[src/common/rpps_pkg.sv]
// constants and carrier types for the remappable peripheral pin select block
// Functional notes
// one input select register per peripheral input
// inputs selected per peripheral, outputs per pin
// input codes pick thirteen pins; some reserved
// software avoids codes absent on small variants
// input select keeps bits 3:0, rest zero
// input select writes ignored while lock set
// output select writes ignored while lock set
// output select holds 4-bit code, resets zero
// absent pins have no output select register
// remapped peripheral has no default pin; input select reset code 0 selects pin 0 here
// remapped output beats other digital pin functions
// analog function always beats remapped peripheral
// input and output mappings set independently
// fixed-pin and analog modules never remapped
// output code zero leaves pin to port
// reserved or absent input code feeds idle
package rpps_pkg;
    localparam int SEL_W = 4;
    localparam int N_IN_FUNC = 8;
    localparam int N_OUT_PIN = 17;
    localparam int N_IN_PIN = 13;
    localparam int N_PERIPH_OUT = 15;
    localparam int LOCK_BIT = 13;
    localparam logic [3:0] SEL_RST = 4'h0;
    localparam logic LOCK_RST = 1'b0;
    localparam logic [3:0] CODE_NONE = 4'h0;
    localparam logic [3:0] CODE_RSV_A = 4'hA;
    localparam logic [3:0] CODE_RSV_E = 4'hE;
    localparam logic [3:0] CODE_RSV_F = 4'hF;
    // register byte addresses
    localparam logic [15:0] CFG_CTRL_OFFS = 16'hF000;
    localparam logic [15:0] IN_SEL_OFFS [N_IN_FUNC] = '{
        16'hFA00, 16'hFA04, 16'hFA08, 16'hFA0C,
        16'hFA10, 16'hFA14, 16'hFA18, 16'hFA1C
    };
    localparam logic [15:0] OUT_SEL_OFFS [N_OUT_PIN] = '{
        16'hFB88, 16'hFB8C, 16'hFB90, 16'hFBB4, 16'hFBB8, 16'hFBC0,
        16'hFBC4, 16'hFBC8, 16'hFBCC, 16'hFBD0, 16'hFBD4, 16'hFBE0,
        16'hFBE4, 16'hFBE8, 16'hFBEC, 16'hFBF0, 16'hFBF8
    };
    // port-side control of the output-capable pins
    typedef struct packed {
        logic [N_OUT_PIN-1:0] gpio_out;
        logic [N_OUT_PIN-1:0] gpio_oe_n;
        logic [N_OUT_PIN-1:0] analog_en;
    } rpps_pin_ctl_s;
    // resolved drive of the output-capable pins
    typedef struct packed {
        logic [N_OUT_PIN-1:0] level;
        logic [N_OUT_PIN-1:0] oe_n;
    } rpps_pin_drv_s;
    // input-capable pins: sampled level and analog ownership
    typedef struct packed {
        logic [N_IN_PIN-1:0] level;
        logic [N_IN_PIN-1:0] analog_en;
    } rpps_in_pin_s;
endpackage

[src/rpps_top.sv]
// pin select register file, input muxing and output pin override
`timescale 1ns/100ps
module rpps_top
    import rpps_pkg::*;
#(
    // variant masks; a zero bit removes that pin
    parameter logic [N_OUT_PIN-1:0] OUT_PIN_PRESENT = 17'h1FFFF,
    parameter logic [N_IN_PIN-1:0] IN_PIN_PRESENT = 13'h1FFF,
    // level fed to a peripheral input that has no valid pin
    parameter logic [N_IN_FUNC-1:0] IN_IDLE_LEVEL = 8'h00
)
(
    // clock and reset
    input wire logic CORE_CLK,
    input wire logic RESET,
    // apb slave
    input wire logic PSEL,
    input wire logic PENABLE,
    input wire logic PWRITE,
    input wire logic [15:0] PADDR,
    input wire logic [31:0] PWDATA,
    output logic [31:0] PRDATA,
    output logic PREADY,
    output logic PSLVERR,
    // peripheral side
    output logic [N_IN_FUNC-1:0] PERIPH_IN,
    input wire logic [N_PERIPH_OUT-1:0] PERIPH_OUT,
    // pin side
    input wire rpps_in_pin_s IN_PINS,
    input wire rpps_pin_ctl_s PIN_CTL,
    output rpps_pin_drv_s PIN_DRV,
    // lock state for other register blocks
    output logic CFG_LOCKED
);

    // register state
    logic [SEL_W-1:0] in_sel_r [N_IN_FUNC];
    logic [SEL_W-1:0] out_sel_r [N_OUT_PIN];
    logic lock_r;
    logic [31:0] prdata_r;
    logic hit_r;
    logic [N_IN_FUNC-1:0] periph_in_r;
    logic [N_IN_FUNC-1:0] periph_in_nxt;
    rpps_pin_drv_s drv_r;
    rpps_pin_drv_s drv_nxt;

    // bus decode
    logic setup_ph;
    logic access_ph;
    logic wr_acc;
    logic in_hit;
    logic out_hit;
    logic cfg_hit;
    logic [2:0] in_idx;
    logic [4:0] out_idx;

    // index of the input select register at an address, with hit flag
    function automatic logic [3:0] in_decode(input logic [15:0] addr);
        logic [3:0] res;
        res = 4'h0;
        for (int i = 0; i < N_IN_FUNC; i++)
        begin
            if (addr == IN_SEL_OFFS[i])
            begin
                res = {1'b1, 3'(i)};
            end
        end
        return res;
    endfunction

    // index of the output select register; absent pins never hit
    function automatic logic [5:0] out_decode(input logic [15:0] addr);
        logic [5:0] res;
        res = 6'h00;
        for (int i = 0; i < N_OUT_PIN; i++)
        begin
            if (addr == OUT_SEL_OFFS[i] && OUT_PIN_PRESENT[i])
            begin
                res = {1'b1, 5'(i)};
            end
        end
        return res;
    endfunction

    // input code to pin index; reserved code 1010 is skipped
    function automatic logic [4:0] code_to_pin(input logic [3:0] code);
        logic [4:0] res;
        res = 5'h1F;
        if (code < CODE_RSV_A)
        begin
            res = {1'b0, code};
        end
        else if (code > CODE_RSV_A && code < CODE_RSV_E)
        begin
            res = {1'b0, code - 4'h1};
        end
        return res;
    endfunction

    // decode of the current address
    always_comb
    begin
        logic [3:0] id;
        logic [5:0] od;
        id = in_decode(PADDR);
        od = out_decode(PADDR);
        in_hit = id[3];
        in_idx = id[2:0];
        out_hit = od[5];
        out_idx = od[4:0];
        cfg_hit = (PADDR == CFG_CTRL_OFFS);
    end

    assign setup_ph = PSEL && !PENABLE;
    assign access_ph = PSEL && PENABLE;
    assign wr_acc = access_ph && PWRITE && hit_r;
    // zero wait states: every access completes in its first access cycle
    assign PREADY = 1'b1;
    assign PSLVERR = access_ph && !hit_r;
    assign PRDATA = prdata_r;
    assign CFG_LOCKED = lock_r;

    // read data and hit are captured in the setup cycle so that the
    // access phase sees flopped data without a wait state
    always_ff @(posedge CORE_CLK)
    begin
        if (RESET)
        begin
            prdata_r <= 32'h0000_0000;
            hit_r <= 1'b0;
        end
        else if (setup_ph)
        begin
            hit_r <= in_hit || out_hit || cfg_hit;
            prdata_r <= 32'h0000_0000;
            // upper bits read zero
            if (in_hit)
            begin
                prdata_r[SEL_W-1:0] <= in_sel_r[in_idx];
            end
            // output select upper bits zero
            else if (out_hit)
            begin
                prdata_r[SEL_W-1:0] <= out_sel_r[out_idx];
            end
            else if (cfg_hit)
            begin
                prdata_r[LOCK_BIT] <= lock_r;
            end
        end
    end

    // lock bit itself stays writable so software can reopen the map
    always_ff @(posedge CORE_CLK)
    begin
        if (RESET)
        begin
            lock_r <= LOCK_RST;
        end
        else if (wr_acc && cfg_hit)
        begin
            lock_r <= PWDATA[LOCK_BIT];
        end
    end

    // one select field per peripheral input
    always_ff @(posedge CORE_CLK)
    begin
        if (RESET)
        begin
            for (int i = 0; i < N_IN_FUNC; i++)
            begin
                in_sel_r[i] <= SEL_RST;
            end
        end
        // writes dropped while locked
        else if (wr_acc && in_hit && !lock_r)
        begin
            in_sel_r[in_idx] <= PWDATA[SEL_W-1:0];
        end
    end

    // one select field per output pin
    always_ff @(posedge CORE_CLK)
    begin
        if (RESET)
        begin
            for (int i = 0; i < N_OUT_PIN; i++)
            begin
                out_sel_r[i] <= SEL_RST;
            end
        end
        // writes dropped while locked
        // absent pins never decode
        else if (wr_acc && out_hit && !lock_r)
        begin
            out_sel_r[out_idx] <= PWDATA[SEL_W-1:0];
        end
    end

    // input routing; a pin given to analog is never sampled for a peripheral
    always_comb
    begin
        logic [4:0] pin;
        pin = 5'h00;
        for (int f = 0; f < N_IN_FUNC; f++)
        begin
            pin = code_to_pin(in_sel_r[f]);
            // reserved or absent pin feeds idle level
            periph_in_nxt[f] = IN_IDLE_LEVEL[f];
            // thirteen distinct pins behind the codes
            // analog owner keeps the pin
            if (pin < 5'(N_IN_PIN))
            begin
                if (IN_PIN_PRESENT[pin[3:0]] && !IN_PINS.analog_en[pin[3:0]])
                begin
                    periph_in_nxt[f] = IN_PINS.level[pin[3:0]];
                end
            end
        end
    end

    // output override, separate from the input map
    // independent register sets
    always_comb
    begin
        logic [3:0] code;
        code = CODE_NONE;
        for (int p = 0; p < N_OUT_PIN; p++)
        begin
            code = out_sel_r[p];
            // code zero leaves port control
            drv_nxt.level[p] = PIN_CTL.gpio_out[p];
            drv_nxt.oe_n[p] = PIN_CTL.gpio_oe_n[p];
            // analog wins; R14: fixed functions untouched
            if (PIN_CTL.analog_en[p])
            begin
                drv_nxt.level[p] = 1'b0;
                drv_nxt.oe_n[p] = 1'b1;
            end
            // remapped function beats digital port
            else if (code != CODE_NONE)
            begin
                drv_nxt.level[p] = PERIPH_OUT[code - 4'h1];
                drv_nxt.oe_n[p] = 1'b0;
            end
        end
    end

    // flopped outputs: one cycle from select or pin change to effect
    // reset codes give no pin to any output; every peripheral input reads pin 0
    always_ff @(posedge CORE_CLK)
    begin
        if (RESET)
        begin
            periph_in_r <= IN_IDLE_LEVEL;
            drv_r.level <= '0;
            drv_r.oe_n <= '1;
        end
        else
        begin
            periph_in_r <= periph_in_nxt;
            drv_r <= drv_nxt;
        end
    end

    assign PERIPH_IN = periph_in_r;
    assign PIN_DRV = drv_r;

    // locked write leaves the input select unchanged
    lock_in_hold_a: assert property (
        @(posedge CORE_CLK) disable iff (RESET)
        (wr_acc && in_hit && lock_r) |=> in_sel_r[$past(in_idx)] == $past(in_sel_r[in_idx]))
        else $error("input select changed while locked");

    // locked write leaves the output select unchanged
    lock_out_hold_a: assert property (
        @(posedge CORE_CLK) disable iff (RESET)
        (wr_acc && out_hit && lock_r) |=> out_sel_r[$past(out_idx)] == $past(out_sel_r[out_idx]))
        else $error("output select changed while locked");

    // unlocked write lands low nibble next cycle
    in_sel_write_a: assert property (
        @(posedge CORE_CLK) disable iff (RESET)
        (wr_acc && in_hit && !lock_r)
            |=> in_sel_r[$past(in_idx)] == $past(PWDATA[3:0]))
        else $error("input select write lost");

    // completed read shows only the low field
    read_upper_zero_a: assert property (
        @(posedge CORE_CLK) disable iff (RESET)
        (access_ph && !PWRITE && hit_r && in_hit) |-> PRDATA[31:4] == 28'h0000000)
        else $error("input select read carried upper bits");

    // select reads never carry upper bits
    sel_upper_zero_a: assert property (
        @(posedge CORE_CLK) disable iff (RESET)
        (access_ph && hit_r && PADDR != CFG_CTRL_OFFS) |-> PRDATA[31:4] == 28'h0)
        else $error("select register upper bits not zero");

    // analog pins are released by the following cycle, whatever their code
    analog_release_a: assert property (
        @(posedge CORE_CLK) disable iff (RESET)
        (|PIN_CTL.analog_en)
            |=> ((PIN_DRV.oe_n & $past(PIN_CTL.analog_en)) == $past(PIN_CTL.analog_en))
                && ((PIN_DRV.level & $past(PIN_CTL.analog_en)) == 17'h00000))
        else $error("remap drove an analog pin");

    // nonzero code drives the pin from the peripheral
    remap_priority_a: assert property (
        @(posedge CORE_CLK) disable iff (RESET)
        (out_sel_r[0] != CODE_NONE && !PIN_CTL.analog_en[0])
            |=> !PIN_DRV.oe_n[0] && PIN_DRV.level[0] == $past(PERIPH_OUT[out_sel_r[0] - 4'h1]))
        else $error("remapped output lost priority");

    // zero code passes the port drive through
    zero_code_pass_a: assert property (
        @(posedge CORE_CLK) disable iff (RESET)
        (out_sel_r[0] == CODE_NONE && !PIN_CTL.analog_en[0])
            |=> PIN_DRV.oe_n[0] == $past(PIN_CTL.gpio_oe_n[0])
                && PIN_DRV.level[0] == $past(PIN_CTL.gpio_out[0]))
        else $error("port drive not passed through");

    // reserved code feeds the idle level
    reserved_idle_a: assert property (
        @(posedge CORE_CLK) disable iff (RESET)
        (in_sel_r[N_IN_FUNC-1] == CODE_RSV_A || in_sel_r[N_IN_FUNC-1] == CODE_RSV_E
            || in_sel_r[N_IN_FUNC-1] == CODE_RSV_F)
            |=> PERIPH_IN[N_IN_FUNC-1] == IN_IDLE_LEVEL[N_IN_FUNC-1])
        else $error("reserved input code not idle");

    // unmapped address answers with an error
    unmapped_err_a: assert property (
        @(posedge CORE_CLK) disable iff (RESET)
        (setup_ph && !in_hit && !out_hit && !cfg_hit) |=> (PENABLE |-> PSLVERR))
        else $error("unmapped access not flagged");

    // after reset output select 1 gives no pin away; input select 1 sits at code 0 (pin 0)
    reset_no_map_a: assert property (
        @(posedge CORE_CLK)
        $past(RESET) && !RESET |-> out_sel_r[1] == SEL_RST
            && in_sel_r[1] == SEL_RST)
        else $error("select not cleared by reset");

endmodule

[config.mk]
export PLATFORM = sky130hd
export DESIGN_NAME = rpps_top
export DESIGN_NICKNAME = d
export VERILOG_FILES = /design/src/common/rpps_pkg.sv /design/src/rpps_top.sv
export SDC_FILE = /design/constraint.sdc
export NUM_CORES = 1
export LEC_CHECK = 0
export ABC_AREA = 1
export CAP_MARGIN = 20
export CORE_MARGIN = 2
export CORE_UTILIZATION = 55
export DETAILED_ROUTE_END_ITERATION = 6
export DONT_BUFFER_PORTS = 1
export PLACE_DENSITY = 0.7
export SYNTH_ARGS = -nofsm -noshare
export SYNTH_HDL_FRONTEND = slang
export SYNTH_SLANG_ARGS = --single-unit
[constraint.sdc]
create_clock -name CORE_CLK -period 3.1 [get_ports CORE_CLK]
set_input_delay 0.93 -clock CORE_CLK [delete_from_list [all_inputs] [get_ports CORE_CLK]]
set_output_delay 0.93 -clock CORE_CLK [all_outputs]
set_load 0.02 [all_outputs]
==> impl_metrics.toml, run 1 <==
[run_status]
status = "finished clean"

[finish]
num-nets-final = 2135
layout_commonest_cell = "nand2_1"
fin_area_um2 = 14300
final_cell_mix = "nand2_1 (358), inv_1 (252), o21ai_0 (229), nor2_1 (213), nand3_1 (136)"
diodes = 0
fillers = 2244
area_growth_syn_to_layout_pct = 7.74
final_layout_size_suffix_gt1_share_pct = 7.01
stdcell_count = 2272
multi_input_area_um2 = 7560
seq_area_um2 = 4250

[sta]
timing.final.crit_share_pct = 86.5
timing.fmax_mhz = 373
fin_crit_ps = 2680
rsz0062_at_grt = "no"
drv_slew = 0
tightest_slew_ps = 578
setup_viol = 0
max_slew_margin_pct = 61.3
clock_skew_ps = 11.7
hold_viol_final = 0
tns_ps = 0
timing.hold.ws_ps = 548

[power]
swShare_pct = 30.0
switchingPower_mw = 1.64
ir_worst_vdd_mv = 0.309
p_comb_share_pct = 16.3
intPower_mw = 3.83
power_frac_clock_pct = 38.5
leakage_nw = 6.31
powerDensity_nw_per_um2 = 382
p_seq_share_pct = 45.2
p_total_mw = 5.47

[clock_tree]
cts_tree = "yes"
cts_sinks = 158
insertion_delay_ps = 440
holdBufCountCts = 0
clockBufferDepth = 2
numCtsBuffers = 17
cts_root_buffer = "clkbuf_16"
cts_setup_buffers = 0
h-tree-depth = 4
clkTransAtPathRegs_ps = 70
cts-resized-gates = 0

[floorplan]
core_area_um2 = 23600
io_pins = 222
start_util_pct = 56.3
die_h_um = 159
die_w_um = 159
placementRows = 56
dieArea_um2 = 25400

[logic_synthesis]
synth_top_area_share_pct = 24.6
ys_types = 46
async_reset_ff_share_pct = 0
ys_seq_elements = 158
ys_warn_count = 0
yosysSeqAreaShare_pct = 32.0
avgSynthCellArea_um2 = 6.85
synth_area_leaders = "edfxtp_1 (25%), nand2_1 (10%), o21ai_0 (8.6%), dfxtp_1 (7.4%), inv_1 (7.1%)"
yosysTopAreaCell = "edfxtp_1"
synth_edf_count = 109
syn_area_um2 = 13300
ys.flop_type = "edfxtp_1"
syn_inst = 1939

[setup_path]
regToRegSetupSlack_ps = 590
crit_arrival_ps = 2830
required_ps = 3240
path_cells = "nand2_1, nor2_1, nand2_2, nor2_2, inv_2, nor2_1, nor3_1, buf_4, nand4_2, nor2_2, inv_2, nand2_2, or2_4, inv_6, nand2_4, nand2_1"
cp_max_fo = 6
crit_type = "input pin to flop"
end_kind = "flop"
slowest_stage = "or2_4"
start_kind = "input pin"
worst_path_largest_cell_delay_ps = 260

[drt]
vias_per_cell = 5.93
drc = 0
dr.first_iter.drc_count = 1373
routed_wl_mm = 40.4
drtPass1Iterations = 6
ant_nets = 0
dr_total_vias = 13500
detail_route.wl_per_cell_um = 17.8

[global_route]
track_usage_pct = 31.2
grt_pass1_wl_mm = 63.3
antenna_found_initial = 0
grt_pass1_vias = 12300
grt_max_degree = 44
overflow = 0

[hold_path]
hold_class = "input pin to flop"

[placed_design]
dpl.hpwl_mm = 28.0
io_buffer_count = 0
place_area_um2 = 13700
dp_cells = 2240
place_congestion = 0.949

[run]
drv_cap = 0
-- Yosys cell counts, drive strengths merged (2+ instances only) --
cell type / number
nor2: 228
dfxtp: 49
conb: 2
edfxtp: 109
o22ai: 19
nand3: 137
xnor2: 25
ha: 50
nand4: 31
a311o: 2
clkbuf: 65
a311oi: 9
nor4: 13
o211ai: 90
o2111ai: 10
buf: 49
o221ai: 22
a21oi: 111
clkinv: 9
inv: 263
o21ai: 245
nand3b: 6
nor3: 6
a211oi: 2
nand2: 368
xor2: 17
-- logic make-up after synthesis --
group / share of synthesized area (%)
DFF: 32.0
buffers and inverters: 12.1
other: 0.0565
AOI/OAI and AO/OA: 22.5
and+or+nand+nor: 25.9
xor gates and xnor gates: 2.77
adders and majority gates: 4.71
-- worst max-delay path, delay by kind of cell --
kind | cells | cell delay, ps
buffers and inverters | 4 | 400
AND/OR/NAND/NOR | 12 | 1490
-- layer usage --
metal | part of all wire, % | GRT usage (%) | wire [µm]
met5 | 0 | 0 | 0
met4 | 3.8 | 14.8 | 1540
met3 | 7.8 | 4.92 | 3150
met2 | 48 | 53.2 | 19500
met1 | 40 | 38.8 | 16200
-- path summary, 6_finish.rpt --
path                                startpoint               to  cells after the start
worst min register to register      PRDATA[13]       PRDATA[13]                      2
worst max register to register  in_sel_r[6][0]     PERIPH_IN[6]                     12
worst max-delay path                 PADDR[14]  out_sel_r[0][0]                     16
worst min-delay path                     RESET       PRDATA[13]                      1
-- power groups by stage --
stage | combinational (mW) | sequential [mW] | clock, mW
floorplan | 0.759 | 2.48 | 0
global placement | 0.845 | 2.52 | 0
detailed placement | 0.870 | 2.52 | 0
CTS | 0.874 | 2.47 | 2.11
global route | 1.01 | 2.49 | 2.18
finish | 0.891 | 2.47 | 2.11
-- layout make-up --
cell class | count | share of cell area, %
Clock buffer | 20 | 3.27
Clock inverter | 12 | 0.752
Inverter | 272 | 7.19
Multi-Input combinational cell | 1430 | 52.8
Sequential cell | 158 | 29.7
Tap cell | 319 | 2.79
Timing Repair Buffer | 61 | 3.46
-- stage by stage --
stage | util (%) | setup WS, ps
final | 60.6 | 418
after floorplan | - | 186
after global placement | 58.2 | 44.4
after detailed placement | 58.2 | -18.5
after CTS | 60.6 | 445
after global routing | 60.6 | 199
-- sequential cells by signal, summed over array words and instances, names as in the netlist --
register    cells
in_sel_r       32
PRDATA          5
out_sel_r      77
CFG_LOCKED      1
PIN_DRV        34
PERIPH_IN       8
hit_r           1
Power figures use the tool's default switching activity.
==> run 2, diff against run 1 <==
- clock period: 3.1 -> 3.3 ns (I/O delays scaled with it)
==> impl_metrics.toml, run 2 (synthesis results as in run 1) <==
[setup_path]
end_kind = "flop"
cp_max_fo = 7
crit_type = "input pin to flop"
required_ps = 3430
regToRegSetupSlack_ps = 730
start_kind = "input pin"
crit_arrival_ps = 2960

[drt]
dr.first_iter.drc_count = 1589
routed_wl_mm = 40.0
drtPass1Iterations = 7
dr_total_vias = 13200
ant_nets = 0
drc = 0
vias_per_cell = 5.85
detail_route.wl_per_cell_um = 17.7

[sta]
setup_viol = 0
tns_ps = 0
timing.final.crit_share_pct = 85.8
hold_viol_final = 0
timing.hold.ws_ps = 578
max_slew_margin_pct = 50.7
clock_skew_ps = 10.5
timing.fmax_mhz = 353
drv_slew = 0
fin_crit_ps = 2830
rsz0062_at_grt = "no"
tightest_slew_ps = 735

[finish]
seq_area_um2 = 4250
num-nets-final = 2122
layout_commonest_cell = "nand2_1"
final_layout_size_suffix_gt1_share_pct = 6.29
largest_register_ff_count = 77
final_cell_mix = "nand2_1 (358), inv_1 (252), o21ai_0 (229), nor2_1 (213), nand3_1 (136)"
largest-register = "out_sel_r"
area_growth_syn_to_layout_pct = 6.76
fin_area_um2 = 14200
multi_input_area_um2 = 7560
diodes = 0
fillers = 2242

[floorplan]
start_util_pct = 56.3
placementRows = 56
die_w_um = 159
io_pins = 222
core_area_um2 = 23600
dieArea_um2 = 25400
die_h_um = 159

[clock_tree]
cts-resized-gates = 0
clkTransAtPathRegs_ps = 70
cts_tree = "yes"
h-tree-depth = 4
clockBufferDepth = 2
holdBufCountCts = 0
cts_root_buffer = "clkbuf_16"
numCtsBuffers = 17
cts_sinks = 158
insertion_delay_ps = 440
cts_setup_buffers = 0

[power]
switchingPower_mw = 1.54
p_comb_share_pct = 16.5
leakage_nw = 6.22
swShare_pct = 30.6
p_seq_share_pct = 46.2
ir_worst_vdd_mv = 0.317
powerDensity_nw_per_um2 = 355
power_frac_clock_pct = 37.3
intPower_mw = 3.49

[global_route]
track_usage_pct = 31.0
grt_pass1_vias = 12300
grt_max_degree = 38
antenna_found_initial = 0
grt_pass1_wl_mm = 63.3
overflow = 0

[placed_design]
place_area_um2 = 13600
place_congestion = 0.951
io_buffer_count = 0
dpl.hpwl_mm = 27.9

[hold_path]
hold_class = "flop to flop"

[run_status]
status = "finished clean"

[run]
drv_cap = 0
-- run 2: cell types whose count changed in the layout (fill, tap and decap cells not counted), sizes merged --
cell	change
bufinv	-1
buf	-13
clkinvlp	+3
inv	-2
-- run 2: area by class of cell --
| class | instances | area share [%] |
|---|---|---|
| clock buffers | 20 | 3.22 |
| clock inverters | 12 | 0.609 |
| inverters | 272 | 7.25 |
| multi-input cells | 1430 | 53.3 |
| flip-flops and latches | 158 | 30.0 |
| well taps | 319 | 2.81 |
| repair buffers | 48 | 2.81 |
-- run 2: worst paths after layout --
kind                  startpoint                to  cells past startpoint
setup / recovery       PADDR[14]  out_sel_r[12][2]                     15
hold / removal        PRDATA[13]        PRDATA[13]                      2
setup reg to reg  in_sel_r[7][0]      PERIPH_IN[7]                     12
hold reg to reg       PRDATA[13]        PRDATA[13]                      2
-- run 2: power groups by stage --
stage          registers (mW)  logic, mW  clock network (mW)
2_1_floorplan            2.33      0.713                   0
3_3_place_gp             2.36      0.791                   0
3_5_place_dp             2.37      0.811                   0
4_1_cts                  2.32      0.815                1.88
5_1_grt                  2.34      0.942                1.95
6_report                 2.32      0.832                1.88
-- run 2: critical path, stage by stage --
cell and delay [ps]:
nand2_1 50, nor2_1 180, nand2_2 170, nor2_2 150, inv_2 70, nor2_1 180, nor3_1 90, buf_4 150
nand4_2 80, nor2_2 50, inv_2 80, nand2_2 70, nor2_1 300, nand2_1 150, nand2_1 180
-- run 2: per-layer routing --
layer,global-route usage [%],vias to the layer above,routed length (µm)
li1,-,6497,-
met4,14.3,0,1270
met1,38.9,6019,16300
met5,0,-,0
met2,52.9,603,19200
met3,4.66,106,3260
-- run 2: through the flow --
step | util (%) | worst slack [ps] | total power [mW] | instances
6_report | 60.1 | 468 | 5.04 | 2259
5_1_grt | 60.1 | 303 | 5.23 | 2259
4_1_cts | 60.1 | 467 | 5.01 | 2259
3_5_place_dp | 57.8 | 16.3 | 3.18 | 2227
3_3_place_gp | 57.8 | 95.9 | 3.16 | 2227
2_1_floorplan | - | 326 | 3.04 | 1974
